### config.mk
export PLATFORM = sky130hd
export DESIGN_NAME = ffs_supervisor
export DESIGN_NICKNAME = d
export VERILOG_FILES = /design/src/hw/ffs_pkg.sv /design/src/hw/ffs_supervisor.sv
export VERILOG_INCLUDE_DIRS = /design/src /design/src/hw
export SDC_FILE = /design/constraint.sdc
export NUM_CORES = 1
export LEC_CHECK = 0
export ABC_CLOCK_PERIOD_IN_PS = 7100
export CAP_MARGIN = 20
export CELL_PAD_IN_SITES_DETAIL_PLACEMENT = 0
export CELL_PAD_IN_SITES_GLOBAL_PLACEMENT = 1
export CORE_MARGIN = 2
export CORE_UTILIZATION = 52
export DETAILED_ROUTE_END_ITERATION = 16
export DONT_BUFFER_PORTS = 1
export PLACE_DENSITY = 0.94
export SLEW_MARGIN = 30
export SYNTH_ARGS = -nofsm -noshare
export SYNTH_HDL_FRONTEND = slang
export SYNTH_SLANG_ARGS = --single-unit
### constraint.sdc
create_clock -name clock_in -period 7.1 [get_ports clock_in]
set_input_delay 0 -clock clock_in [delete_from_list [all_inputs] [get_ports clock_in]]
set_output_delay 0 -clock clock_in [all_outputs]
set_load 0.03 [all_outputs]
### src/hw/ffs_regs.svh
// Named offsets, fields, reset values and timing figures of the fault supervisor.
// Assumes a 40 MHz system clock; all cycle counts derive from it.
`ifndef FFS_REGS_SVH
`define FFS_REGS_SVH

// ----------------------------------------------------------------
// Clock
// ----------------------------------------------------------------
`define FFS_CLK_MHZ             40
`define FFS_CLK_KHZ             40000

// ----------------------------------------------------------------
// Timing figures and derived cycle counts
// ----------------------------------------------------------------
// Fault pin blanking delay, least time, rounds up
`define FFS_FAULT_BLANK_NS      30000
`define FFS_FAULT_BLANK_CYC     ((`FFS_FAULT_BLANK_NS * `FFS_CLK_MHZ + 999) / 1000)
// Abnormal overcurrent blanking, least time, rounds up
`define FFS_SHORT_BLANK_NS      125
`define FFS_SHORT_BLANK_CYC     ((`FFS_SHORT_BLANK_NS * `FFS_CLK_MHZ + 999) / 1000)
// Maximum on-time, longest time, rounds down
`define FFS_MAX_ON_NS           32000
`define FFS_MAX_ON_CYC          ((`FFS_MAX_ON_NS * `FFS_CLK_MHZ) / 1000)
// Overload integrator full duration
`define FFS_OVLD_MS             160
`define FFS_OVLD_CYC            (`FFS_OVLD_MS * `FFS_CLK_KHZ)
// Auto-recovery timer
`define FFS_AUTOREC_MS          1200
`define FFS_AUTOREC_CYC         (`FFS_AUTOREC_MS * `FFS_CLK_KHZ)

// ----------------------------------------------------------------
// Strike count and register map
// ----------------------------------------------------------------
`define FFS_ABNORMAL_OVERCURRENT_FAULT_STRIKES        3'h4
`define FFS_REG_CTRL            4'h0
`define FFS_REG_STATUS          4'h4
`define FFS_REG_OVLD            4'h8
`define FFS_CTRL_RESET          32'h0000_0002
`define FFS_CTRL_LATCH_BIT      0
`define FFS_CTRL_ENABLE_BIT     1
`define FFS_ST_STATE_LSB        0
`define FFS_ST_CAUSE_LSB        4
`define FFS_ST_ABNORMAL_OVERCURRENT_FAULT_LSB         8
`define FFS_ST_GATE_BIT         12
`define FFS_ST_BIAS_BIT         13

`endif

### src/hw/ffs_pkg.sv
// Types shared by the fault supervisor and its bench.
// Assumes comparator flags are active high levels from the analog side.
package ffs_pkg;

	// ----------------------------------------------------------------
	// Comparator and supply flags
	// ----------------------------------------------------------------
	typedef struct packed {
		logic fault_low;
		logic fault_release;
		logic fault_high;
		logic abn_current;
		logic normal_limit;
		logic overload;
		logic supply_overvoltage_threshold;
		logic die_overtemp;
		logic vcc_on;
		logic vcc_reset;
		logic line_removal;
		logic zcd_armed;
		logic demag;
	} ffs_flags_t;

	typedef enum logic [2:0] {
		ST_POWERUP, ST_SOFTSTART, ST_RUN, ST_AUTOREC, ST_NONLATCH, ST_LATCHED
	} ffs_state_t;

	typedef enum logic [2:0] {
		CAUSE_NONE, CAUSE_OTP, CAUSE_PIN_OVP, CAUSE_OVERLOAD, CAUSE_ABNORMAL_OVERCURRENT_FAULT,
		CAUSE_SUPPLY_OVERVOLTAGE_THRESHOLD, CAUSE_DIE_OT
	} ffs_cause_t;

endpackage

### src/hw/ffs_supervisor.sv
// Fault supervisor of a quasi-resonant flyback controller: gate drive gating,
// fault filters, overload integrator, strike counter and Avalon-MM registers.
// Assumes asynchronous comparator flags and a pulse request from the modulator
// on the same clock.
`include "ffs_regs.svh"
`timescale 1ns/1ps
`default_nettype none

module ffs_supervisor #(
	parameter int unsigned     OVLD_CYCLES        = `FFS_OVLD_CYC,
	parameter int unsigned     AUTOREC_CYCLES     = `FFS_AUTOREC_CYC,
	parameter int unsigned     SOFTSTART_CYCLES   = 32'h0000_1000,
	parameter logic [15:0]     NORMAL_BLANK_CYCLES = 16'h000A,
	parameter logic [15:0]     VALLEY_TIMEOUT     = 16'h0100
) (
	input  wire logic              clock_in,
	input  wire logic              srst_in,
	input  wire ffs_pkg::ffs_flags_t comparator_flags_in,
	input  wire logic              pulse_request_in,
	output logic                   gate_drive_out,
	output logic                   otp_bias_enable_out,
	input  wire logic [3:0]        avs_address_in,
	input  wire logic              avs_read_in,
	input  wire logic              avs_write_in,
	input  wire logic [31:0]       avs_writedata_in,
	output logic [31:0]            avs_readdata_out,
	output logic                   avs_waitrequest_out
);
	import ffs_pkg::*;

	localparam int FLAG_W = $bits(ffs_flags_t);

	// ----------------------------------------------------------------
	// Synchronisers
	// ----------------------------------------------------------------
	logic [FLAG_W-1:0] sync_meta;
	logic [FLAG_W-1:0] sync_out;
	ffs_flags_t        flags;
	logic              vcc_on_d;
	logic              on_rise;

	genvar gi;
	generate
		for (gi = 0; gi < FLAG_W; gi++) begin : g_sync
			always_ff @(posedge clock_in) begin
				if (srst_in) begin
					sync_meta[gi] <= 1'b0;
					sync_out[gi]  <= 1'b0;
				end else begin
					sync_meta[gi] <= comparator_flags_in[gi];
					sync_out[gi]  <= sync_meta[gi];
				end
			end
		end
	endgenerate

	assign flags = ffs_flags_t'(sync_out);

	always_ff @(posedge clock_in) begin
		if (srst_in) begin
			vcc_on_d <= 1'b0;
		end else begin
			vcc_on_d <= flags.vcc_on;
		end
	end

	assign on_rise = flags.vcc_on & ~vcc_on_d;

	// ----------------------------------------------------------------
	// Declarations
	// ----------------------------------------------------------------
	ffs_state_t  state;
	ffs_cause_t  cause;
	ffs_cause_t  trip_cause;
	logic        trip_latch;
	logic        trip;
	logic        active;
	logic        supply_clear;
	logic [31:0] ctrl;
	logic        latch_variant;
	logic        sw_enable;
	logic [1:0]  pin_raw;
	logic [1:0]  pin_fault;
	logic [15:0] pin_cnt [2];
	logic [31:0] ovld_cnt;
	logic [31:0] autorec_cnt;
	logic [31:0] ss_cnt;
	logic        ss_done;
	logic        autorec_done;
	logic [15:0] on_cnt;
	logic [15:0] valley_cnt;
	logic        demag_seen;
	logic        abnormal_overcurrent_fault_seen;
	logic        abnormal_overcurrent_fault_now;
	logic [2:0]  abnormal_overcurrent_fault_cnt;
	logic        pulse_end;
	logic        pulse_stop;
	logic        valley_ok;
	logic        ack;

	assign latch_variant = ctrl[`FFS_CTRL_LATCH_BIT];
	assign sw_enable     = ctrl[`FFS_CTRL_ENABLE_BIT];
	assign active        = (state == ST_SOFTSTART) | (state == ST_RUN);
	assign supply_clear  = flags.vcc_reset | flags.line_removal;

	// ----------------------------------------------------------------
	// Fault pin filters
	// ----------------------------------------------------------------
	// Low comparator masked outside run
	assign pin_raw = {flags.fault_high, flags.fault_low & (state == ST_RUN)};

	generate
		for (gi = 0; gi < 2; gi++) begin : g_pin
			always_ff @(posedge clock_in) begin
				if (srst_in | ~pin_raw[gi]) begin
					pin_cnt[gi] <= 16'h0000;
				end else if (pin_cnt[gi] <= 16'(`FFS_FAULT_BLANK_CYC)) begin
					pin_cnt[gi] <= pin_cnt[gi] + 16'h0001;
				end
			end
			assign pin_fault[gi] = pin_cnt[gi] > 16'(`FFS_FAULT_BLANK_CYC);
		end
	endgenerate

	// ----------------------------------------------------------------
	// Overload integrator
	// ----------------------------------------------------------------
	always_ff @(posedge clock_in) begin
		if (srst_in | supply_clear | ~active) begin
			ovld_cnt <= 32'h0000_0000;
		// Up while present, down when absent
		end else if (flags.overload) begin
			if (ovld_cnt < OVLD_CYCLES) begin
				ovld_cnt <= ovld_cnt + 32'h0000_0001;
			end
		end else if (ovld_cnt != 32'h0000_0000) begin
			ovld_cnt <= ovld_cnt - 32'h0000_0001;
		end
	end

	// ----------------------------------------------------------------
	// Fault priority
	// ----------------------------------------------------------------
	always_comb begin
		trip_cause = CAUSE_NONE;
		trip_latch = 1'b0;
		if (flags.supply_overvoltage_threshold) begin
			trip_cause = CAUSE_SUPPLY_OVERVOLTAGE_THRESHOLD;
			trip_latch = 1'b1;
		end else if (pin_fault[1]) begin
			trip_cause = CAUSE_PIN_OVP;
			trip_latch = 1'b1;
		end else if (abnormal_overcurrent_fault_cnt == `FFS_ABNORMAL_OVERCURRENT_FAULT_STRIKES) begin
			trip_cause = CAUSE_ABNORMAL_OVERCURRENT_FAULT;
			trip_latch = 1'b1;
		end else if (flags.die_overtemp) begin
			trip_cause = CAUSE_DIE_OT;
		end else if (pin_fault[0]) begin
			trip_cause = CAUSE_OTP;
			trip_latch = latch_variant;
		end else if (ovld_cnt == OVLD_CYCLES) begin
			trip_cause = CAUSE_OVERLOAD;
			trip_latch = latch_variant;
		end
	end

	assign trip = active & (trip_cause != CAUSE_NONE);

	// ----------------------------------------------------------------
	// Sequencer
	// ----------------------------------------------------------------
	always_ff @(posedge clock_in) begin
		if (srst_in) begin
			state <= ST_POWERUP;
		// Supply reset or line removal clears
		end else if (supply_clear) begin
			state <= ST_POWERUP;
		end else begin
			unique case (state)
				ST_POWERUP: begin
					if (flags.vcc_on) begin
						state <= ST_SOFTSTART;
					end
				end
				ST_SOFTSTART, ST_RUN: begin
					if (trip & trip_latch) begin
						state <= ST_LATCHED;
					end else if (trip & (trip_cause == CAUSE_DIE_OT)) begin
						state <= ST_NONLATCH;
					end else if (trip) begin
						state <= ST_AUTOREC;
					end else if (ss_done) begin
						state <= ST_RUN;
					end
				end
				ST_AUTOREC: begin
					if (autorec_done & on_rise &
					    ((cause != CAUSE_OTP) | flags.fault_release)) begin
						state <= ST_SOFTSTART;
					end
				end
				ST_NONLATCH: begin
					if (on_rise & ~flags.die_overtemp) begin
						state <= ST_SOFTSTART;
					end
				end
				ST_LATCHED: begin
					state <= ST_LATCHED;
				end
			endcase
		end
	end

	always_ff @(posedge clock_in) begin
		if (srst_in | supply_clear) begin
			cause <= CAUSE_NONE;
		end else if (trip) begin
			cause <= trip_cause;
		end
	end

	// ----------------------------------------------------------------
	// Soft-start and auto-recovery timers
	// ----------------------------------------------------------------
	always_ff @(posedge clock_in) begin
		if (srst_in | (state != ST_SOFTSTART)) begin
			ss_cnt <= 32'h0000_0000;
		end else if (~ss_done) begin
			ss_cnt <= ss_cnt + 32'h0000_0001;
		end
	end

	assign ss_done = ss_cnt == SOFTSTART_CYCLES;

	always_ff @(posedge clock_in) begin
		if (srst_in | (state != ST_AUTOREC)) begin
			autorec_cnt <= 32'h0000_0000;
		end else if (~autorec_done) begin
			autorec_cnt <= autorec_cnt + 32'h0000_0001;
		end
	end

	assign autorec_done = autorec_cnt == AUTOREC_CYCLES;

	// ----------------------------------------------------------------
	// Thermistor bias
	// ----------------------------------------------------------------
	always_ff @(posedge clock_in) begin
		if (srst_in) begin
			otp_bias_enable_out <= 1'b0;
		end else begin
			otp_bias_enable_out <= (state != ST_POWERUP) & ~supply_clear;
		end
	end

	// ----------------------------------------------------------------
	// Gate drive
	// ----------------------------------------------------------------
	// Max on-time ends pulse
	assign pulse_end  = (on_cnt == 16'(`FFS_MAX_ON_CYC - 1)) |
	                    (flags.normal_limit & (on_cnt >= NORMAL_BLANK_CYCLES));
	// Faults stop the pulse at once
	// Supply reset drops the gate with the bias, never after it
	assign pulse_stop = gate_drive_out &
	                    (pulse_end | trip | ~active | ~sw_enable | supply_clear);
	assign valley_ok  = demag_seen | (valley_cnt == VALLEY_TIMEOUT);

	always_ff @(posedge clock_in) begin
		if (srst_in) begin
			gate_drive_out <= 1'b0;
		end else if (pulse_stop) begin
			gate_drive_out <= 1'b0;
		end else if (~gate_drive_out & pulse_request_in & valley_ok & active &
		             sw_enable & ~trip & ~supply_clear) begin
			gate_drive_out <= 1'b1;
		end
	end

	always_ff @(posedge clock_in) begin
		if (srst_in | ~gate_drive_out) begin
			on_cnt <= 16'h0000;
		end else begin
			on_cnt <= on_cnt + 16'h0001;
		end
	end

	always_ff @(posedge clock_in) begin
		if (srst_in | gate_drive_out) begin
			demag_seen <= 1'b0;
		end else if (flags.demag) begin
			demag_seen <= 1'b1;
		end
	end

	// Timeout keeps the converter alive when no ringing arms the input
	always_ff @(posedge clock_in) begin
		if (srst_in | gate_drive_out | flags.zcd_armed) begin
			valley_cnt <= 16'h0000;
		end else if (valley_cnt != VALLEY_TIMEOUT) begin
			valley_cnt <= valley_cnt + 16'h0001;
		end
	end

	// ----------------------------------------------------------------
	// Abnormal overcurrent strikes
	// ----------------------------------------------------------------
	// Short blanking after turn-on
	assign abnormal_overcurrent_fault_now = gate_drive_out & flags.abn_current &
	                  (on_cnt >= 16'(`FFS_SHORT_BLANK_CYC));

	always_ff @(posedge clock_in) begin
		if (srst_in | ~gate_drive_out) begin
			abnormal_overcurrent_fault_seen <= 1'b0;
		end else if (abnormal_overcurrent_fault_now) begin
			abnormal_overcurrent_fault_seen <= 1'b1;
		end
	end

	always_ff @(posedge clock_in) begin
		if (srst_in | supply_clear) begin
			abnormal_overcurrent_fault_cnt <= 3'h0;
		end else if (pulse_stop) begin
			if (abnormal_overcurrent_fault_seen | abnormal_overcurrent_fault_now) begin
				if (abnormal_overcurrent_fault_cnt != `FFS_ABNORMAL_OVERCURRENT_FAULT_STRIKES) begin
					abnormal_overcurrent_fault_cnt <= abnormal_overcurrent_fault_cnt + 3'h1;
				end
			end else begin
				abnormal_overcurrent_fault_cnt <= 3'h0;
			end
		end
	end

	// ----------------------------------------------------------------
	// Avalon-MM slave, one wait state
	// ----------------------------------------------------------------
	assign avs_waitrequest_out = (avs_read_in | avs_write_in) & ~ack;

	always_ff @(posedge clock_in) begin
		if (srst_in) begin
			ack <= 1'b0;
		end else begin
			ack <= (avs_read_in | avs_write_in) & ~ack;
		end
	end

	always_ff @(posedge clock_in) begin
		if (srst_in) begin
			ctrl <= `FFS_CTRL_RESET;
		end else if (avs_write_in & ack & (avs_address_in == `FFS_REG_CTRL)) begin
			ctrl <= {30'h0000_0000, avs_writedata_in[1:0]};
		end
	end

	always_ff @(posedge clock_in) begin
		if (srst_in) begin
			avs_readdata_out <= 32'h0000_0000;
		end else if (avs_read_in & ~ack) begin
			avs_readdata_out <= 32'h0000_0000;
			unique case (avs_address_in)
				`FFS_REG_CTRL: begin
					avs_readdata_out <= ctrl;
				end
				`FFS_REG_STATUS: begin
					avs_readdata_out[`FFS_ST_STATE_LSB +: 3] <= 3'(state);
					avs_readdata_out[`FFS_ST_CAUSE_LSB +: 3] <= 3'(cause);
					avs_readdata_out[`FFS_ST_ABNORMAL_OVERCURRENT_FAULT_LSB +: 3]  <= abnormal_overcurrent_fault_cnt;
					avs_readdata_out[`FFS_ST_GATE_BIT]       <= gate_drive_out;
					avs_readdata_out[`FFS_ST_BIAS_BIT]       <= otp_bias_enable_out;
				end
				`FFS_REG_OVLD: begin
					avs_readdata_out <= ovld_cnt;
				end
				default: begin
					avs_readdata_out <= 32'h0000_0000;
				end
			endcase
		end
	end

endmodule

`default_nettype wire

# --- Word level (Yosys, flattened, before mapping) ---
# Memory sizes are Yosys's and may differ from the RTL's.
# Index checks and enable logic that the tools add are counted.
op_classes:
  add_sub_neg: 9
  multipliers: 0
  n_div: 0
  n_lt_le_gt_ge: 7
  eq_ne: 25
  shift: 0
  muxes: 45
  bitwise_logic: 55
  reduce_logical: 12
op_table:
  columns: ["cell", "count"]
  rows:
  - ["$add A32 B1 Y32 const B", 3]
  - ["$mux W32", 3]
  - ["$add A16 B1 Y16 const B", 4]
  - ["$mux W3", 13]
  - ["$eq A32 B13 Y1 const B", 1]
  - ["$eq A32 B23 Y1 const B", 1]
  - ["$eq A32 B26 Y1 const B", 1]
  - ["$gt A16 B11 Y1 const B", 2]
  - ["$le A16 B11 Y1 const B", 2]
  - ["$lt A32 B23 Y1 const B", 1]
  - ["$mux W16", 2]
  - ["$reduce_bool A32 Y1", 1]
  - ["$sub A32 B1 Y32 const B", 1]
  - ["$and A1 B1 Y1", 23]
  - ["$or A1 B1 Y1", 22]
  - ["$mux W1", 19]
  - ["$mux W18", 1]
  - ["$eq A16 B11 Y1 const B", 1]
  - ["$eq A16 B9 Y1 const B", 1]
  - ["$ge A16 B3 Y1 const B", 1]
  - ["$ge A16 B4 Y1 const B", 1]
  - ["$ne A16 B9 Y1 const B", 1]
  - ["$pmux W3 S5", 1]
  - ["$eq A3 B3 Y1 const B", 4]
  - ["other kinds (23)", 43]
word_totals:
  regBits: 203
  latchBits: 0
  ram_bits: 32
  rom_bits: 0
  input_bits: 54
  mem_count: 1
mem_list:
  columns: ["name", "words", "word_bits", "rd", "rd_clocked_by_memory_dff", "wr", "line", "rtl"]
  rows:
  - ["pin_cnt", 2, 16, 2, 0, 2, "ffs_supervisor.sv:84", "logic [15:0] pin_cnt [2];"]

# --- Longest topological paths before layout ---
logic_depth:
  word_depth: 15
  mapped_depth: 10

# --- Worst setup path after synthesis ---
# Ideal clock, no wire load.
synth_timing:
  path_type: "register to register"
  start: "reg sync_out[7], in the netlist flags[7]"
  end: "reg ovld_cnt[30]"
  arrival_ps: 3040
  t_required_ps: 6983
  setup_slack_ps: 3943
  stages_incl_launch_ff: 11
  path_buffers: 0
  path_cell_list: "dfxtp_1 inv_1 ha_1 a2111oi_0 o21ai_0 a211oi_1 nand3_1 a221o_1 a221o_1 mux2i_1 nand2_1"
synth_between:
  elab_chain_len: 2
synth_lines:
  columns: ["item", "line", "rtl"]
  rows:
  - ["from (decl)", "ffs_supervisor.sv:37", "logic [FLAG_W-1:0] sync_out;"]
  - ["from (signal, indexed assignment)", "ffs_supervisor.sv:51", "sync_out[gi] <= sync_meta[gi];"]
  - ["$ne A2 B1 Y1 (no source line) or $reduce_bool A2 Y1 (tied branches)", null, null]
  - ["$reduce_and A2 Y1 (no source line)", null, null]
  - ["to (signal assigned)", "ffs_supervisor.sv:134", "ovld_cnt <= ovld_cnt + 32'h0000_0001;"]
  - ["to (signal assigned)", "ffs_supervisor.sv:137", "ovld_cnt <= ovld_cnt - 32'h0000_0001;"]
  - ["to (decl)", "ffs_supervisor.sv:85", "logic [31:0] ovld_cnt;"]
# Several ways; a longest one is shown, not always the timed one.
# A chain may end at the register's enable or synchronous reset.

# --- Final worst setup path ---
layout_timing:
  start: "reg sync_out[7], in the netlist flags[7]"
  end: "reg ovld_cnt[21]"
# The elaborated chain is that of the path after synthesis.

==> run_results.csv <==
group,metric,value,unit
outcome,outcome,"completed",
power,p_per_area,265.1,nW/um^2
logic_synthesis,ys_ff_latch,235,
final_layout,multi_input_area,6177,um^2
clock_tree,cts_buffers,25,
power,p_leak,4.861,nW
final_layout,layout_commonest_cell,"dfxtp_1",
logic_synthesis,synthCells,1340,
critical_path,required,7.57,ns
sta,finalCriticalPeriod,3.454,ns
floorplanning,start_util,52.75,%
logic_synthesis,synth_top_cell_by_area,"dfxtp_1",
placement,io_buffers,0,
job,cap_violations,0,
clock_tree,clk_pin_slew,0.07,ns
logic_synthesis,avgSynthCellArea,8.565,um^2
floorplanning,fp.dieW,152.6,um
final_layout,regArea,5025,um^2
grt,grt_overflow_total,0,
placement,hpwl,17.47,mm
detailed_routing,drt_iter0_drc,563,
final_layout,utilization,59.42,%
floorplanning,die_h,152.6,um
clock_tree,cts-resized-gates,0,
logic_synthesis,synth.distinct_cells,60,
final_layout,fillCellCount,1901,
sta,fin_crit_sh,48.64,%
logic_synthesis,synth_top_area_share,35.41,%
logic_synthesis,ys.flop_type,"dfxtp_1",
floorplanning,coreArea,21760,um^2
hold_path,min_path_type,"input port to flip-flop",
final_layout,fin_nets,1468,
grt,grt_pass1_wl,43.08,mm
hold_path,hold_path_startpoint,"avs_address_in[3]",
clock_tree,cts-htree-levels,1,
detailed_routing,drtPass1Iterations,5,
sta,tightest_slew,0.9251,ns
clock_tree,clk_latency,0.53,ns
power,irDropWorstVdd,0.2195,mV
critical_path,reg2reg_to,"ovld_cnt[21]",
detailed_routing,drc,0,
clock_tree,cts_num_sinks,235,
detailed_routing,vias,9460,
clock_tree,cts_tree,"built",
final_layout,layout_common_cells,"dfxtp_1 (203), nor2_1 (178), nand2_1 (135)",
logic_synthesis,ys_seq_area_share,43.78,%
critical_path,crit_arrival,3.92,ns
detailed_routing,ant_nets,0,
detailed_routing,routed_wl,25.99,mm
sta,relSlewSlack,37.76,%
sta,final-max-slew-violation-count,0,
critical_path,reg2reg_from,"flags[7]",
final_layout,syn2layout_area_growth,12.63,%
grt,grt_pass1_vias,8885,
placement,gp_congestion,0.9128,
logic_synthesis,synthTopCellsByArea,"dfxtp_1 (35%), edfxtp_1 (8.4%), nor2_1 (5.8%)",
logic_synthesis,synth_area,11480,um^2
logic_synthesis,yosys_warnings,0,
floorplanning,dieArea,23280,um^2
sta,fin_tns_setup,0,ns
critical_path,regToRegSetupSlack,3.65,ns
floorplanning,pin_count,89,
grt,antenna_found_initial,1,
sta,rsz0062_at_grt,"false",
clock_tree,cts_root_buffer,"clkbuf_16",
floorplanning,rows,54,
detailed_routing,routed_via_density,5.678,
sta,setup_viol,0,
critical_path,endpoint_kind,"flip-flop",
clock_tree,clockBufferDepth,3,
critical_path,path_class,"flip-flop to flip-flop",
final_layout,layout-drive-gt1-share,4.693,%
grt,grt_usage,21.82,%
logic_synthesis,ys_async_sr_fraction,0,%
hold_path,hold_end,"ctrl[1]",
hold_path,whs_path_depth,4,
detailed_routing,wl_per_cell,15.60,um
critical_path,cp_max_fo,25,
critical_path,worst_setup_path_start_kind,"flip-flop",
sta,skew,0.01094,ns
grt,grt_max_degree,68,
critical_path,reg2reg_depth,11,
sta,hold_viol_final,0,
logic_synthesis,synth-edff-count,32,
sta,max_freq,0.2895,GHz
## layer usage
layer	vias to the layer above	global-route usage, %	wire, um
met2	231	36.17	11950
met1	4400	29.06	11850
met3	49	3.754	1427
li1	4780	-	-
met5	-	0	0
met4	0	7.143	764
## worst max-delay path by stage
stage                  start           end  cells past startpoint
floorplan           flags[7]  ovld_cnt[30]                     10
global placement    flags[7]  ovld_cnt[21]                     11
detailed placement  flags[7]  ovld_cnt[21]                     11
CTS                 flags[7]  ovld_cnt[21]                     11
global route        flags[7]  ovld_cnt[21]                     11
finish              flags[7]  ovld_cnt[21]                     11
## worst max-delay path: stages (launching register included)
cell	delay (ns)
dfxtp_1	0.44
inv_1	0.20
buf_4	0.30
ha_1	0.44
nand3_1	0.15
nor3_1	0.36
o21bai_1	0.13
o21ai_0	0.36
a21oi_1	0.25
nor2b_1	0.20
or4_1	0.47
nand3_1	0.09
## final cells by class
type	instances	area share, %
multi-input cells	1029	47.78
flip-flops and latches	235	38.87
clock buffers	38	6.175
repair buffers	40	3.039
well taps	280	2.710
inverters	36	1.045
clock inverters	7	0.3581
diodes	1	0.01936
## power breakdown
part | total (mW) | internal, mW | switching (mW)
logic | 0.691 | 0.247 | 0.443
clock network | 1.31 | 0.776 | 0.534
registers | 1.43 | 1.38 | 0.0454
total | 3.43 | 2.40 | 1.02
## sequential cells by signal (all words and copies together), names as in the netlist, 13 cells and up
name / count
ss_cnt: 32
on_cnt: 16
sync_meta: 13
pin_cnt: 32
ovld_cnt: 32
avs_readdata_out: 32
flags: 13
autorec_cnt: 32
valley_cnt: 16
## Yosys cell counts, types with 3 or more instances
library cell  instances
a21o_1               15
o21ai_0              38
nand2b_1              8
clkbuf_1             40
xnor2_1              42
nand2_1             135
nor2b_1              36
o211ai_1              4
or4_1                 6
a211o_1               7
a211oi_1              6
a31oi_1               7
and3_1               24
nor4_1               19
o22ai_1               3
o31ai_1               4
mux2i_1               8
nand4b_1              3
dfxtp_1             203
and2_1                4
or3_1                21
nand3_1              98
a21oi_1              92
a221oi_1              9
nor4b_1               9
and4_1                6
buf_1                 9
nor3_1               34
inv_1                36
o21bai_1             12
o21a_1                5
edfxtp_1             32
a22oi_1               5
ha_1                 46
xor2_1               76
nor2_1              178
nand4_1              30
## metrics by stage
step           setup WS, ns  total power [mW]  cell area [um^2]  instances  hold WS, ns
2_1_floorplan         3.943             1.964             11510       1349       0.1179
3_3_place_gp          3.784             2.102             11760       1590      0.07736
3_5_place_dp          3.717             2.109             11760       1590      0.07735
4_1_cts               3.673             3.445             12920       1665      0.02317
5_1_grt               3.277             3.594             12930       1666      0.08679
6_report              3.646             3.427             12930       1666      0.04013
## timing repair
action / in CTS / in global routing
setup buffers: 0 / 0
endpoints found under the hold margin: 84 / 0
hold buffers: 30 / 0
## logic make-up after synthesis
| family | share of synthesized area (%) |
|---|---|
| AO/OA/AOI/OAI | 12.48 |
| flip-flops | 43.78 |
| adder cells (fa/ha/maj) | 5.189 |
| buffers and inverters | 2.780 |
| other | 0.03267 |
| XOR/XNOR | 9.005 |
| AND/OR/NAND/NOR | 26.03 |
| multiplexers | 0.6977 |
Note: power is estimated with default switching activity, not from simulation.
